[config.mk]
export PLATFORM = sky130hd
export DESIGN_NAME = daot_top
export DESIGN_NICKNAME = d
export VERILOG_FILES = /design/src/hdl/daot_pkg.sv /design/src/hdl/daot_fifo.sv /design/src/hdl/daot_top.sv
export VERILOG_INCLUDE_DIRS = /design/src /design/src/hdl
export SDC_FILE = /design/constraint.sdc
export NUM_CORES = 2
export LEC_CHECK = 0
export ABC_AREA = 1
export BUFFER_PORTS_ARGS = -buffer_cell sky130_fd_sc_hd__buf_4
export CORE_UTILIZATION = 55
export DETAILED_ROUTE_END_ITERATION = 7
export PLACE_DENSITY_LB_ADDON = 0.25
export SLEW_MARGIN = 30
export SYNTH_ARGS = -nofsm -noshare
export SYNTH_HDL_FRONTEND = slang
export SYNTH_SLANG_ARGS = --single-unit
[constraint.sdc]
create_clock -name CLK_SYS_I -period 70.6 [get_ports CLK_SYS_I]
set_input_delay 21.18 -clock CLK_SYS_I [delete_from_list [all_inputs] [get_ports CLK_SYS_I]]
set_output_delay 21.18 -clock CLK_SYS_I [all_outputs]
set_load 0.03 [all_outputs]
[src/hdl/daot_defines.svh]
`ifndef DAOT_DEFINES_SVH
`define DAOT_DEFINES_SVH

// Sample path
`define DAOT_DATA_W          16
`define DAOT_LATENCY         12
`define DAOT_FIFO_DEPTH      16

// Clocking
`define DAOT_CLK_MHZ         250
`define DAOT_CLK_NS          4
`define DAOT_MAX_IN_CLK_MHZ  625
`define DAOT_DIV_W           3

// Wake-up after power-down, microseconds
`define DAOT_WAKE_US         500

// Serial port turnaround, nanoseconds
`define DAOT_SDIO_EN_NS      10
`define DAOT_SDIO_EN_CYC     ((`DAOT_SDIO_EN_NS + `DAOT_CLK_NS - 1) / `DAOT_CLK_NS)

// Serial frame layout
`define DAOT_SPI_INSTR_BITS  16
`define DAOT_SPI_FRAME_BITS  24
`define DAOT_SPI_RW_BIT      15
`define DAOT_SPI_ADDR_W      13

// Output data clock delay register
`define DAOT_REG_ODC_DELAY   13'h0017
`define DAOT_ODC_DELAY_LSB   0
`define DAOT_ODC_DELAY_W     5
`define DAOT_ODC_DELAY_RST   5'h00

`endif

[src/hdl/daot_pkg.sv]
`include "daot_defines.svh"

package daot_pkg;

    // One converted pair, channel A and channel B
    typedef struct packed {
        logic [`DAOT_DATA_W-1:0] ch_a;
        logic [`DAOT_DATA_W-1:0] ch_b;
    } daot_sample_t;

    // Static configuration pins after synchronising
    typedef struct packed {
        logic                   power_down;
        logic                   diff_mode;
        logic [`DAOT_DIV_W-1:0] div_sel;
    } daot_cfg_t;

    // Serial port states
    typedef enum logic [3:0] {
        SP_IDLE  = 4'h1,
        SP_INSTR = 4'h2,
        SP_WDATA = 4'h4,
        SP_RDATA = 4'h8
    } daot_spi_state_t;

endpackage

[src/hdl/daot_fifo.sv]
`timescale 1ns/10ps
`default_nettype none

module daot_fifo #(
    parameter int W     = 32,
    parameter int DEPTH = 16
) (
    input  wire logic         CLK_SYS_I,
    input  wire logic         RST_I,
    input  wire logic [W-1:0] IN_DATA_I,
    input  wire logic         IN_VALID_I,
    output logic              IN_READY_O,
    output logic [W-1:0]      OUT_DATA_O,
    output logic              OUT_VALID_O,
    input  wire logic         OUT_READY_I
);

    localparam int AW = $clog2(DEPTH);

    logic [W-1:0] mem_reg [DEPTH];   // Storage words
    logic [AW-1:0] wr_ptr_reg;       // Next write slot
    logic [AW-1:0] rd_ptr_reg;       // Next read slot
    logic [AW:0]   count_reg;        // Words held
    logic          push;
    logic          pop;

    // Honest flags straight from the fill count
    assign IN_READY_O  = (count_reg != (AW+1)'(DEPTH));
    assign OUT_VALID_O = (count_reg != '0);
    assign OUT_DATA_O  = mem_reg[rd_ptr_reg];
    assign push        = IN_VALID_I && IN_READY_O;
    assign pop         = OUT_VALID_O && OUT_READY_I;

    // Storage write, no reset needed on data
    always_ff @(posedge CLK_SYS_I) begin
        if (push) begin
            mem_reg[wr_ptr_reg] <= IN_DATA_I;
        end
    end

    // Pointers and fill level
    always_ff @(posedge CLK_SYS_I or posedge RST_I) begin
        if (RST_I) begin
            wr_ptr_reg <= '0;
            rd_ptr_reg <= '0;
            count_reg  <= '0;
        end else begin
            if (push) begin
                wr_ptr_reg <= (wr_ptr_reg == AW'(DEPTH-1)) ? '0 : wr_ptr_reg + 1'b1;
            end
            if (pop) begin
                rd_ptr_reg <= (rd_ptr_reg == AW'(DEPTH-1)) ? '0 : rd_ptr_reg + 1'b1;
            end
            if (push && !pop) begin
                count_reg <= count_reg + 1'b1;
            end else if (pop && !push) begin
                count_reg <= count_reg - 1'b1;
            end
        end
    end

endmodule

`default_nettype wire

[src/hdl/daot_top.sv]
// What this block does
// RL1 - Single-ended: sample out twelve conversions later
// RL2 - Differential: A at twelve, B half later
// RL3 - Output invalid for wake time after power-down
// RL4 - Conversion rate is clock over ratio 1-8
// RL5 - Five-bit serial register delays output data clock
// RL6 - Divider sync input sampled on rising clock
// RL7 - Serial write data captured on rising clock
// RL8 - Read turn-on after falling edge, ten ns
// RL9 - Release data line after last rising edge
// RL10 - Receiver captures with output data clock
`timescale 1ns/10ps
`default_nettype none

`include "daot_defines.svh"

module daot_top
    import daot_pkg::*;
#(
    parameter int DATA_W      = `DAOT_DATA_W,
    parameter int LATENCY     = `DAOT_LATENCY,
    parameter int FIFO_DEPTH  = `DAOT_FIFO_DEPTH,
    parameter int WAKE_CYCLES = `DAOT_WAKE_US * `DAOT_CLK_MHZ
) (
    input  wire logic                    CLK_SYS_I,
    input  wire logic                    RST_I,
    input  wire daot_sample_t            SAMPLE_I,
    input  wire logic                    SAMPLE_VALID_I,
    output logic                         SAMPLE_READY_O,
    input  wire logic                    POWER_DOWN_I,
    input  wire logic                    DIFF_MODE_I,
    input  wire logic [`DAOT_DIV_W-1:0]  DIV_SEL_I,
    input  wire logic                    DIV_SYNC_I,
    input  wire logic                    SERIAL_CLK_I,
    input  wire logic                    SERIAL_SELECT_N_I,
    input  wire logic                    SDIO_I,
    output logic                         SDIO_O,
    output logic                         SDIO_OE_O,
    output logic [DATA_W-1:0]            DATA_A_O,
    output logic [DATA_W-1:0]            DATA_B_O,
    output logic                         DATA_VALID_O,
    output logic                         OUTPUT_DATA_CLOCK_O
);

    localparam int SYNC_W  = 9;
    localparam int WAKE_W  = $clog2(WAKE_CYCLES + 1);
    localparam int TAPS    = 1 << `DAOT_ODC_DELAY_W;
    localparam int SAMP_W  = $bits(daot_sample_t);

    // Two-stage synchroniser for every pin input
    logic [SYNC_W-1:0] sync1_reg;        // First stage, read only by second
    logic [SYNC_W-1:0] sync2_reg;        // Safe to use
    logic [2:0]        edge_prev_reg;    // Previous sync, sclk, select
    daot_cfg_t         cfg;              // Static pins after sync
    logic              div_sync_s;
    logic              sclk_s;
    logic              sel_n_s;
    logic              sdio_s;

    always_ff @(posedge CLK_SYS_I or posedge RST_I) begin
        if (RST_I) begin
            sync1_reg     <= 9'h002;               // Idle pin levels, select high
            sync2_reg     <= 9'h002;
            edge_prev_reg <= 3'h1;
        end else begin
            sync1_reg     <= {POWER_DOWN_I, DIFF_MODE_I, DIV_SEL_I, DIV_SYNC_I,
                              SERIAL_CLK_I, SERIAL_SELECT_N_I, SDIO_I};
            sync2_reg     <= sync1_reg;
            edge_prev_reg <= {div_sync_s, sclk_s, sel_n_s};
        end
    end

    assign cfg        = daot_cfg_t'(sync2_reg[8:4]);
    assign div_sync_s = sync2_reg[3];
    assign sclk_s     = sync2_reg[2];
    assign sel_n_s    = sync2_reg[1];
    assign sdio_s     = sync2_reg[0];

    logic sync_rise;
    logic sclk_rise;
    logic sclk_fall;
    assign sync_rise = div_sync_s && !edge_prev_reg[2];
    assign sclk_rise = sclk_s && !edge_prev_reg[1];
    assign sclk_fall = !sclk_s && edge_prev_reg[1];

    // Divider: one conversion every div_sel+1 input clocks
    logic [`DAOT_DIV_W-1:0] div_cnt_reg;   // Phase within conversion period
    logic [`DAOT_DIV_W-1:0] half_phase;    // Mid-period phase
    logic                   conv_stb;      // Conversion edge
    logic                   mid_stb;       // Opposite clock phase

    assign half_phase = 3'((({1'b0, cfg.div_sel} + 4'h1) >> 1));
    assign conv_stb   = (div_cnt_reg == '0);
    assign mid_stb    = (div_cnt_reg == half_phase);

    // Input clock is bounded by DAOT_MAX_IN_CLK_MHZ; here it is the system clock
    always_ff @(posedge CLK_SYS_I or posedge RST_I) begin
        if (RST_I) begin
            div_cnt_reg <= '0;
        end else if (sync_rise) begin
            div_cnt_reg <= '0;                                  // RL6
        end else if (div_cnt_reg >= cfg.div_sel) begin
            div_cnt_reg <= '0;                                  // RL4
        end else begin
            div_cnt_reg <= div_cnt_reg + 1'b1;
        end
    end

    // Sample FIFO, drained one word per conversion edge
    logic [SAMP_W-1:0] fifo_data;
    logic              fifo_valid;

    daot_fifo #(
        .W     (SAMP_W),
        .DEPTH (FIFO_DEPTH)
    ) daot_fifo_inst (
        .CLK_SYS_I   (CLK_SYS_I),
        .RST_I       (RST_I),
        .IN_DATA_I   (SAMPLE_I),
        .IN_VALID_I  (SAMPLE_VALID_I),
        .IN_READY_O  (SAMPLE_READY_O),
        .OUT_DATA_O  (fifo_data),
        .OUT_VALID_O (fifo_valid),
        .OUT_READY_I (conv_stb)
    );

    // Pipeline of LATENCY conversion stages, advanced per conversion
    daot_sample_t pipe_reg  [LATENCY];   // Sample per stage
    logic         pipe_v_reg[LATENCY];   // Stage holds real data

    genvar g;
    generate
        for (g = 0; g < LATENCY; g++) begin : g_pipe
            always_ff @(posedge CLK_SYS_I or posedge RST_I) begin
                if (RST_I) begin
                    pipe_reg[g]   <= '0;
                    pipe_v_reg[g] <= 1'b0;
                end else if (conv_stb) begin
                    if (g == 0) begin
                        pipe_reg[g]   <= daot_sample_t'(fifo_data);
                        pipe_v_reg[g] <= fifo_valid;
                    end else begin
                        // Index clamped so the head stage never names a stage below zero
                        pipe_reg[g]   <= pipe_reg[(g > 0) ? g-1 : 0];
                        pipe_v_reg[g] <= pipe_v_reg[(g > 0) ? g-1 : 0];
                    end
                end
            end
        end
    endgenerate

    // Wake-up guard after power-down
    logic [WAKE_W-1:0] wake_cnt_reg;     // Remaining wake cycles
    logic              pd_prev_reg;      // Power-down seen last cycle
    logic              awake;

    always_ff @(posedge CLK_SYS_I or posedge RST_I) begin
        if (RST_I) begin
            wake_cnt_reg <= '0;
            pd_prev_reg  <= 1'b0;
        end else begin
            pd_prev_reg <= cfg.power_down;
            if (cfg.power_down) begin
                wake_cnt_reg <= '0;
            end else if (pd_prev_reg) begin
                wake_cnt_reg <= WAKE_W'(WAKE_CYCLES);            // RL3
            end else if (wake_cnt_reg != '0) begin
                wake_cnt_reg <= wake_cnt_reg - 1'b1;
            end
        end
    end

    assign awake = !cfg.power_down && !pd_prev_reg && (wake_cnt_reg == '0);

    // Output bus; B waits half a period in differential mode
    logic [DATA_W-1:0] b_hold_reg;       // B parked until opposite phase

    always_ff @(posedge CLK_SYS_I or posedge RST_I) begin
        if (RST_I) begin
            DATA_A_O     <= '0;
            DATA_B_O     <= '0;
            b_hold_reg   <= '0;
            DATA_VALID_O <= 1'b0;
        end else begin
            if (conv_stb) begin
                DATA_A_O     <= pipe_reg[LATENCY-1].ch_a;         // RL1 RL2
                b_hold_reg   <= pipe_reg[LATENCY-1].ch_b;
                DATA_VALID_O <= pipe_v_reg[LATENCY-1] && awake;   // RL3
                if (!cfg.diff_mode) begin
                    DATA_B_O <= pipe_reg[LATENCY-1].ch_b;         // RL1
                end
            end
            // At divide-by-one there is no half phase; B lands with A
            if (cfg.diff_mode && mid_stb) begin
                DATA_B_O <= conv_stb ? pipe_reg[LATENCY-1].ch_b : b_hold_reg; // RL2
            end
        end
    end

    // Output data clock: high in first half of period, then delayed
    logic                          odc_base_reg;   // Undelayed clock
    logic [TAPS-1:0]               odc_line_reg;   // Delay taps
    logic [`DAOT_ODC_DELAY_W-1:0]  odc_delay_reg;  // Tap select from serial port

    always_ff @(posedge CLK_SYS_I or posedge RST_I) begin
        if (RST_I) begin
            odc_base_reg        <= 1'b0;
            odc_line_reg        <= '0;
            OUTPUT_DATA_CLOCK_O <= 1'b0;
        end else begin
            // Divide-by-one cannot toggle inside one cycle; clock then stays high
            odc_base_reg        <= (div_cnt_reg < half_phase) || (cfg.div_sel == '0);
            odc_line_reg        <= {odc_line_reg[TAPS-2:0], odc_base_reg};
            OUTPUT_DATA_CLOCK_O <= odc_line_reg[odc_delay_reg];  // RL5
        end
    end

    // Serial control port
    daot_spi_state_t               sp_state_reg;
    logic [4:0]                    bit_cnt_reg;    // Bits sampled in frame
    logic [`DAOT_SPI_INSTR_BITS-1:0] shift_reg;    // Incoming bits
    logic [7:0]                    rd_byte_reg;    // Byte being read out
    logic [1:0]                    en_wait_reg;    // Turn-on delay count
    logic [`DAOT_SPI_ADDR_W-1:0]   addr_reg;       // Address held for the data phase
    logic [`DAOT_SPI_ADDR_W-1:0]   addr_now;       // Address as the last instruction bit lands
    logic                          addr_hit;

    // Only the delay register answers on the serial port
    function automatic logic is_delay_reg(input logic [`DAOT_SPI_ADDR_W-1:0] addr);
        return addr == `DAOT_REG_ODC_DELAY;
    endfunction

    // Data bits keep shifting in, so the address is held apart
    assign addr_now = {shift_reg[`DAOT_SPI_ADDR_W-2:0], sdio_s};
    assign addr_hit = is_delay_reg(addr_reg);

    // Frame state and bit capture on rising serial clock
    always_ff @(posedge CLK_SYS_I or posedge RST_I) begin
        if (RST_I) begin
            sp_state_reg  <= SP_IDLE;
            bit_cnt_reg   <= '0;
            shift_reg     <= '0;
            addr_reg      <= '0;
            odc_delay_reg <= `DAOT_ODC_DELAY_RST;
        end else if (sel_n_s) begin
            sp_state_reg <= SP_IDLE;
            bit_cnt_reg  <= '0;
        end else if (sclk_rise) begin
            shift_reg   <= {shift_reg[`DAOT_SPI_INSTR_BITS-2:0], sdio_s}; // RL7
            bit_cnt_reg <= bit_cnt_reg + 1'b1;
            unique case (sp_state_reg)
                SP_IDLE, SP_INSTR: begin
                    sp_state_reg <= SP_INSTR;
                    if (bit_cnt_reg == 5'(`DAOT_SPI_INSTR_BITS - 1)) begin
                        addr_reg     <= addr_now;
                        sp_state_reg <= shift_reg[`DAOT_SPI_RW_BIT-1] ? SP_RDATA : SP_WDATA;
                    end
                end
                SP_WDATA: begin
                    if (bit_cnt_reg == 5'(`DAOT_SPI_FRAME_BITS - 1)) begin
                        sp_state_reg <= SP_IDLE;
                        if (addr_hit) begin
                            odc_delay_reg <= {shift_reg[3:0], sdio_s}; // RL5 RL7
                        end
                    end
                end
                SP_RDATA: begin
                    if (bit_cnt_reg == 5'(`DAOT_SPI_FRAME_BITS - 1)) begin
                        sp_state_reg <= SP_IDLE;
                    end
                end
            endcase
        end
    end

    // Read data driven on falling serial clock, enabled after turn-on delay
    always_ff @(posedge CLK_SYS_I or posedge RST_I) begin
        if (RST_I) begin
            SDIO_O      <= 1'b0;
            SDIO_OE_O   <= 1'b0;
            rd_byte_reg <= '0;
            en_wait_reg <= '0;
        end else if (sel_n_s || sp_state_reg != SP_RDATA) begin
            SDIO_OE_O   <= 1'b0;                                 // RL9
            en_wait_reg <= '0;
            // Last load happens on the edge that completes the instruction
            rd_byte_reg <= is_delay_reg(addr_now) ? 8'({3'h0, odc_delay_reg}) : 8'h00;
        end else begin
            if (sclk_fall) begin
                SDIO_O      <= rd_byte_reg[7];
                rd_byte_reg <= {rd_byte_reg[6:0], 1'b0};
                if (!SDIO_OE_O && en_wait_reg == '0) begin
                    en_wait_reg <= 2'(`DAOT_SDIO_EN_CYC);        // RL8
                end
            end
            if (en_wait_reg != '0) begin
                en_wait_reg <= en_wait_reg - 1'b1;
                if (en_wait_reg == 2'h1) begin
                    SDIO_OE_O <= 1'b1;                           // RL8
                end
            end
        end
    end

endmodule

`default_nettype wire
==> results <==
- The run finished with clean final reports.
- Of the total power, the clock network draws ~28%.
- The flip-flop cell with the highest count after synthesis is dfrtp_1.
- Setup repair after global routing left no endpoint under its margin.
- The max-slew violation total from the final report is 0.
- For this design the total switching power over the nets is about 0.74 mW.
- The count of buffers added on input and output ports is 80.
- The clock tree skew after final layout is 0.0302 ns.
- The row count is approximately 100.
- The count of clock tree sinks is 1099.
- The fill cell instance count of the final layout is around 6300.
- Yosys mapped a number of flops with a built-in enable equal to a little over 500.
- Per report_power, the sequential group accounts for about 43% of the total.
- The total of warnings raised by yosys is 0.
- The count of endpoints failing hold in the final timing report is 0.
- Adding up every negative setup slack in the final design gives 0 ns.
- Derived from the worst setup path, the maximum achievable clock frequency is 43.3 MHz.
- The number of nets with antenna violations after routing is 0.
- The root buffer cell is clkbuf_16.
- Counting flops with an async set or reset pin after synthesis yields a share of 53.4%.
- Measured along the x axis, the die boundary spans 283 um.
- The flip-flop and latch count after synthesis is ~1100.
- Headroom to the max-slew limit came out at 34.0%.
- The number of setup violations in the final report is 0.
- The final global-route overflow total is 0.
- The setup slack after layout is approximately 48 ns.
- The post-detailed-route wirelength per cell is 16.0 um.
- The net count after synthesis is 4372.
- After Yosys synthesis, XOR and XNOR cells account for less than 1% of the synthesized area.
- CTS built an H-tree with a depth of 3.
- The adder-cell share of the synthesized area is 0.765%.
- The post-route standard cell area excluding fillers is 48500 um^2.
- The largest single stage delay on the critical path is ~0.44 ns.
- The synthesized netlist devotes 3.29% of its cell area to compound gates.
- The number of cells produced by synthesis is between 4000 and 5000.
- The slowest stage of the critical path belongs to the cell dfrtp_1.
- The number of distinct library cells after synthesis is 37.
- The first detailed-routing pass took 5 iterations.
- In the routed design, unresolved DRC markers number 0.
- The placement-stage worst setup slack is 47.05 ns.
- The worst setup path is launched from a flop.
- The transition time of the tightest slew-check pin is 0.990 ns.
- The critical path start-end classification is flop to output pin.
- The core area is 77800 um^2.
- The clock tree from TritonCTS is built.
- The number of global-route vias before repair came to 27346.
- The fraction of final layout cells with drive strength greater than 1 is 7.39%.
- The wire length of the first global-routing pass is 144000 um.
- The maximum resistive drop on vdd is 0.0289 mV.
- The required time of the worst setup path is 49.42 ns.
- The flip-flop count of the largest register after layout is 512.
- The maximum number of pins on one net before global-route repair is ~210.
- The sequential cell area fraction in the yosys report is 69.1%.
- The final critical delay including setup and external delays is approximately 23 ns.
- The insertion delay to the later sink of the worst-skew pair is approximately 0.66 ns.
- After clock tree synthesis, the setup repair step added 0 buffers.
- The floorplan die height is roughly 280 um.
- After layout, the worst path uses approximately a third of the clock period.
- The detailed router finished its first iteration with around 2700 violations.
- Summed over all nets, the half-perimeter wirelength after detailed placement is 47300 um.
- The number of gates resized after CTS is 0.
- The reported max-cap violation count is 0.
- The overall routed net length is 87400 um.
- The path class of the lowest-slack min-delay path is flop to flop.
- Summing every instance area after synthesis gives about 43000 um^2.
- The portion of total power attributed to combinational logic is 28.9%.
- The detailed-route vias per instance is 5.20.
- In the global route stage, overall resource usage came out at 22.2%.
- The floorplan step defined a die boundary enclosing 80200 um^2.
- Summing all multi-input logic gate instances after layout gives 11800 um^2.
- The number of buffers between clock root and the deepest sink is 3.
- Summing all flip-flop and latch instances after layout gives 30100 um^2.
- STA classifies the critical path endpoint as an output pin.
- The number of nets in the layout is 4388.
- The per-instance average area after synthesis is 10.1 um^2.
- The internal power summed over all cells is 1.32 mW.
- The congestion estimate from routability-driven global placement came to 0.802.
- In this run the count of I/O pins placed on the die edge is between 80 and 90.
- The leakage power summed over all cells is about 22 nW.
- The via count of the routed design is roughly 28000.
- For this configuration, the core starts out at a cell density of 55.9%.
- The final-layout worst hold slack is between 0.3 and 0.4 ns.
- The highest net fanout along the worst path is 4.
- The post-place instance area is ~45000 um^2.
- Data arrives at the worst endpoint at ~1.9 ns.
- The clock edge transition at the registers on the reported setup and hold paths is 0.06 ns.
- The initial antenna violation count was 2.
- The signal on the critical path passes through nor4_1, nand2_1, buf_4.
- Net switching is a little over a third of the power.
- The largest family of logic cells by synthesized area is simple AND/OR/NAND/NOR gates.
- Buffers inserted during clock tree synthesis total 108.
- The count of hold buffers inserted by post-cts repair is 0.
- The relative area change from synthesis to final layout is 11.5%.
- Of the total synthesized cell area, the portion taken by AND, OR, NAND and NOR gates is 22.7%.
- The total power per unit cell area is 42.4 nW/um^2.
- The mux cell area share after synthesis is 0%.
-- final cells by class --
class	count	area share (%)
Multi-Input combinational cell	2814	24.4
Timing Repair Buffer	123	2.04
Antenna cell	2	0.0103
Clock buffer	157	6.44
Clock inverter	45	0.965
Inverter	172	1.39
Sequential cell	1099	62.0
Tap cell	1040	2.68
-- worst max-delay path: cells and delay by family, from the launching register on --
kind	cells	cell delay, ns
and+or+nand+nor	2	0.59
DFF	1	0.44
buffers and inverters	1	0.21
-- worst paths after layout --
check	startpoint	to	slack (ns)	cells past startpoint
max reg2reg	daot_fifo_inst.rd_ptr_reg[0]	pipe_reg[370]	66.69	9
min in group asynchronous	RST_I	sync1_reg[7]	20.59	2
min	sync1_reg[2]	sync2_reg[2]	0.35	0
max	daot_fifo_inst.count_reg[0]	SAMPLE_READY_O	47.52	3
min reg2reg	sync1_reg[2]	sync2_reg[2]	0.35	0
max in group asynchronous	RST_I	pipe_reg[364]	48.55	4
-- cells in the mapped netlist (2+ instances only) --
library cell	instances	area share [%]
nand2_1	1922	17
dfrtp_1	584	34
edfxtp_1	512	35
nand3_1	292	3.4
nor2_1	249	2.1
inv_1	168	1.4
o21ai_0	145	1.7
buf_2	107	1.2
a21oi_1	79	0.91
clkbuf_1	76	0.66
ha_1	25	0.72
nor3_1	19	0.22
o21ai_1	18	0.21
o211ai_1	17	0.29
buf_1	15	0.13
nand4_1	14	0.20
buf_4	9	0.16
buf_6	9	0.23
or2_2	5	0.072
xnor2_1	5	0.10
a31oi_1	4	0.058
o21bai_1	4	0.069
clkinv_1	3	0.026
dfstp_2	3	0.18
o22ai_1	3	0.043
nand3b_1	2	0.035
nor2_2	2	0.029
xor2_1	2	0.040
-- metal layers --
metal	vias to the layer above	GRT usage, %	wire length [um]
li1	13962	-	-
met1	13590	30.6	38000
met2	637	36.5	42300
met3	163	3.11	4490
met4	0	7.86	2590
met5	-	0	0
-- power groups by stage --
stage,registers [mW],clock network (mW),logic [mW]
2_1_floorplan,0.883,0,0.461
3_3_place_gp,0.896,0,0.582
3_5_place_dp,0.900,0,0.594
4_1_cts,0.889,0.583,0.599
5_1_grt,0.906,0.610,0.679
6_report,0.890,0.571,0.593
-- layout by cell type (no fill, tap or decap), drive strengths merged, types with 5 or more instances in the layout --
| cell type | Yosys | final |
|---|---|---|
| clkinvlp | 0 | 8 |
| nand4 | 15 | 15 |
| nand3 | 292 | 292 |
| nor2 | 251 | 251 |
| xnor2 | 5 | 5 |
| o211ai | 17 | 17 |
| o21ai | 163 | 163 |
| edfxtp | 512 | 512 |
| ha | 25 | 25 |
| or2 | 6 | 6 |
| nor3 | 20 | 20 |
| inv | 169 | 171 |
| a21oi | 79 | 79 |
| buf | 141 | 123 |
| nand2 | 1922 | 1922 |
| clkbuf | 76 | 157 |
| bufinv | 0 | 8 |
| clkinv | 3 | 30 |
| dfrtp | 584 | 584 |
-- cells by family after synthesis --
| logic type | count (synthesis) |
|---|---|
| buffers and inverters | 389 |
| AOI/OAI and AO/OA | 272 |
| DFF | 1099 |
| and+or+nand+nor | 2509 |
| xor gates and xnor gates | 7 |
| adders and majority gates | 26 |
-- per-stage QoR --
stage / utilization [%] / instances / power (mW)
after CTS: 62.2 / 5449 / 2.07
after detailed placement: 57.6 / 5247 / 1.49
final: 62.3 / 5452 / 2.05
after global routing: 62.3 / 5452 / 2.19
after global placement: 57.5 / 5247 / 1.48
after floorplan: - / 4302 / 1.34
Power figures use the tool's default switching activity.
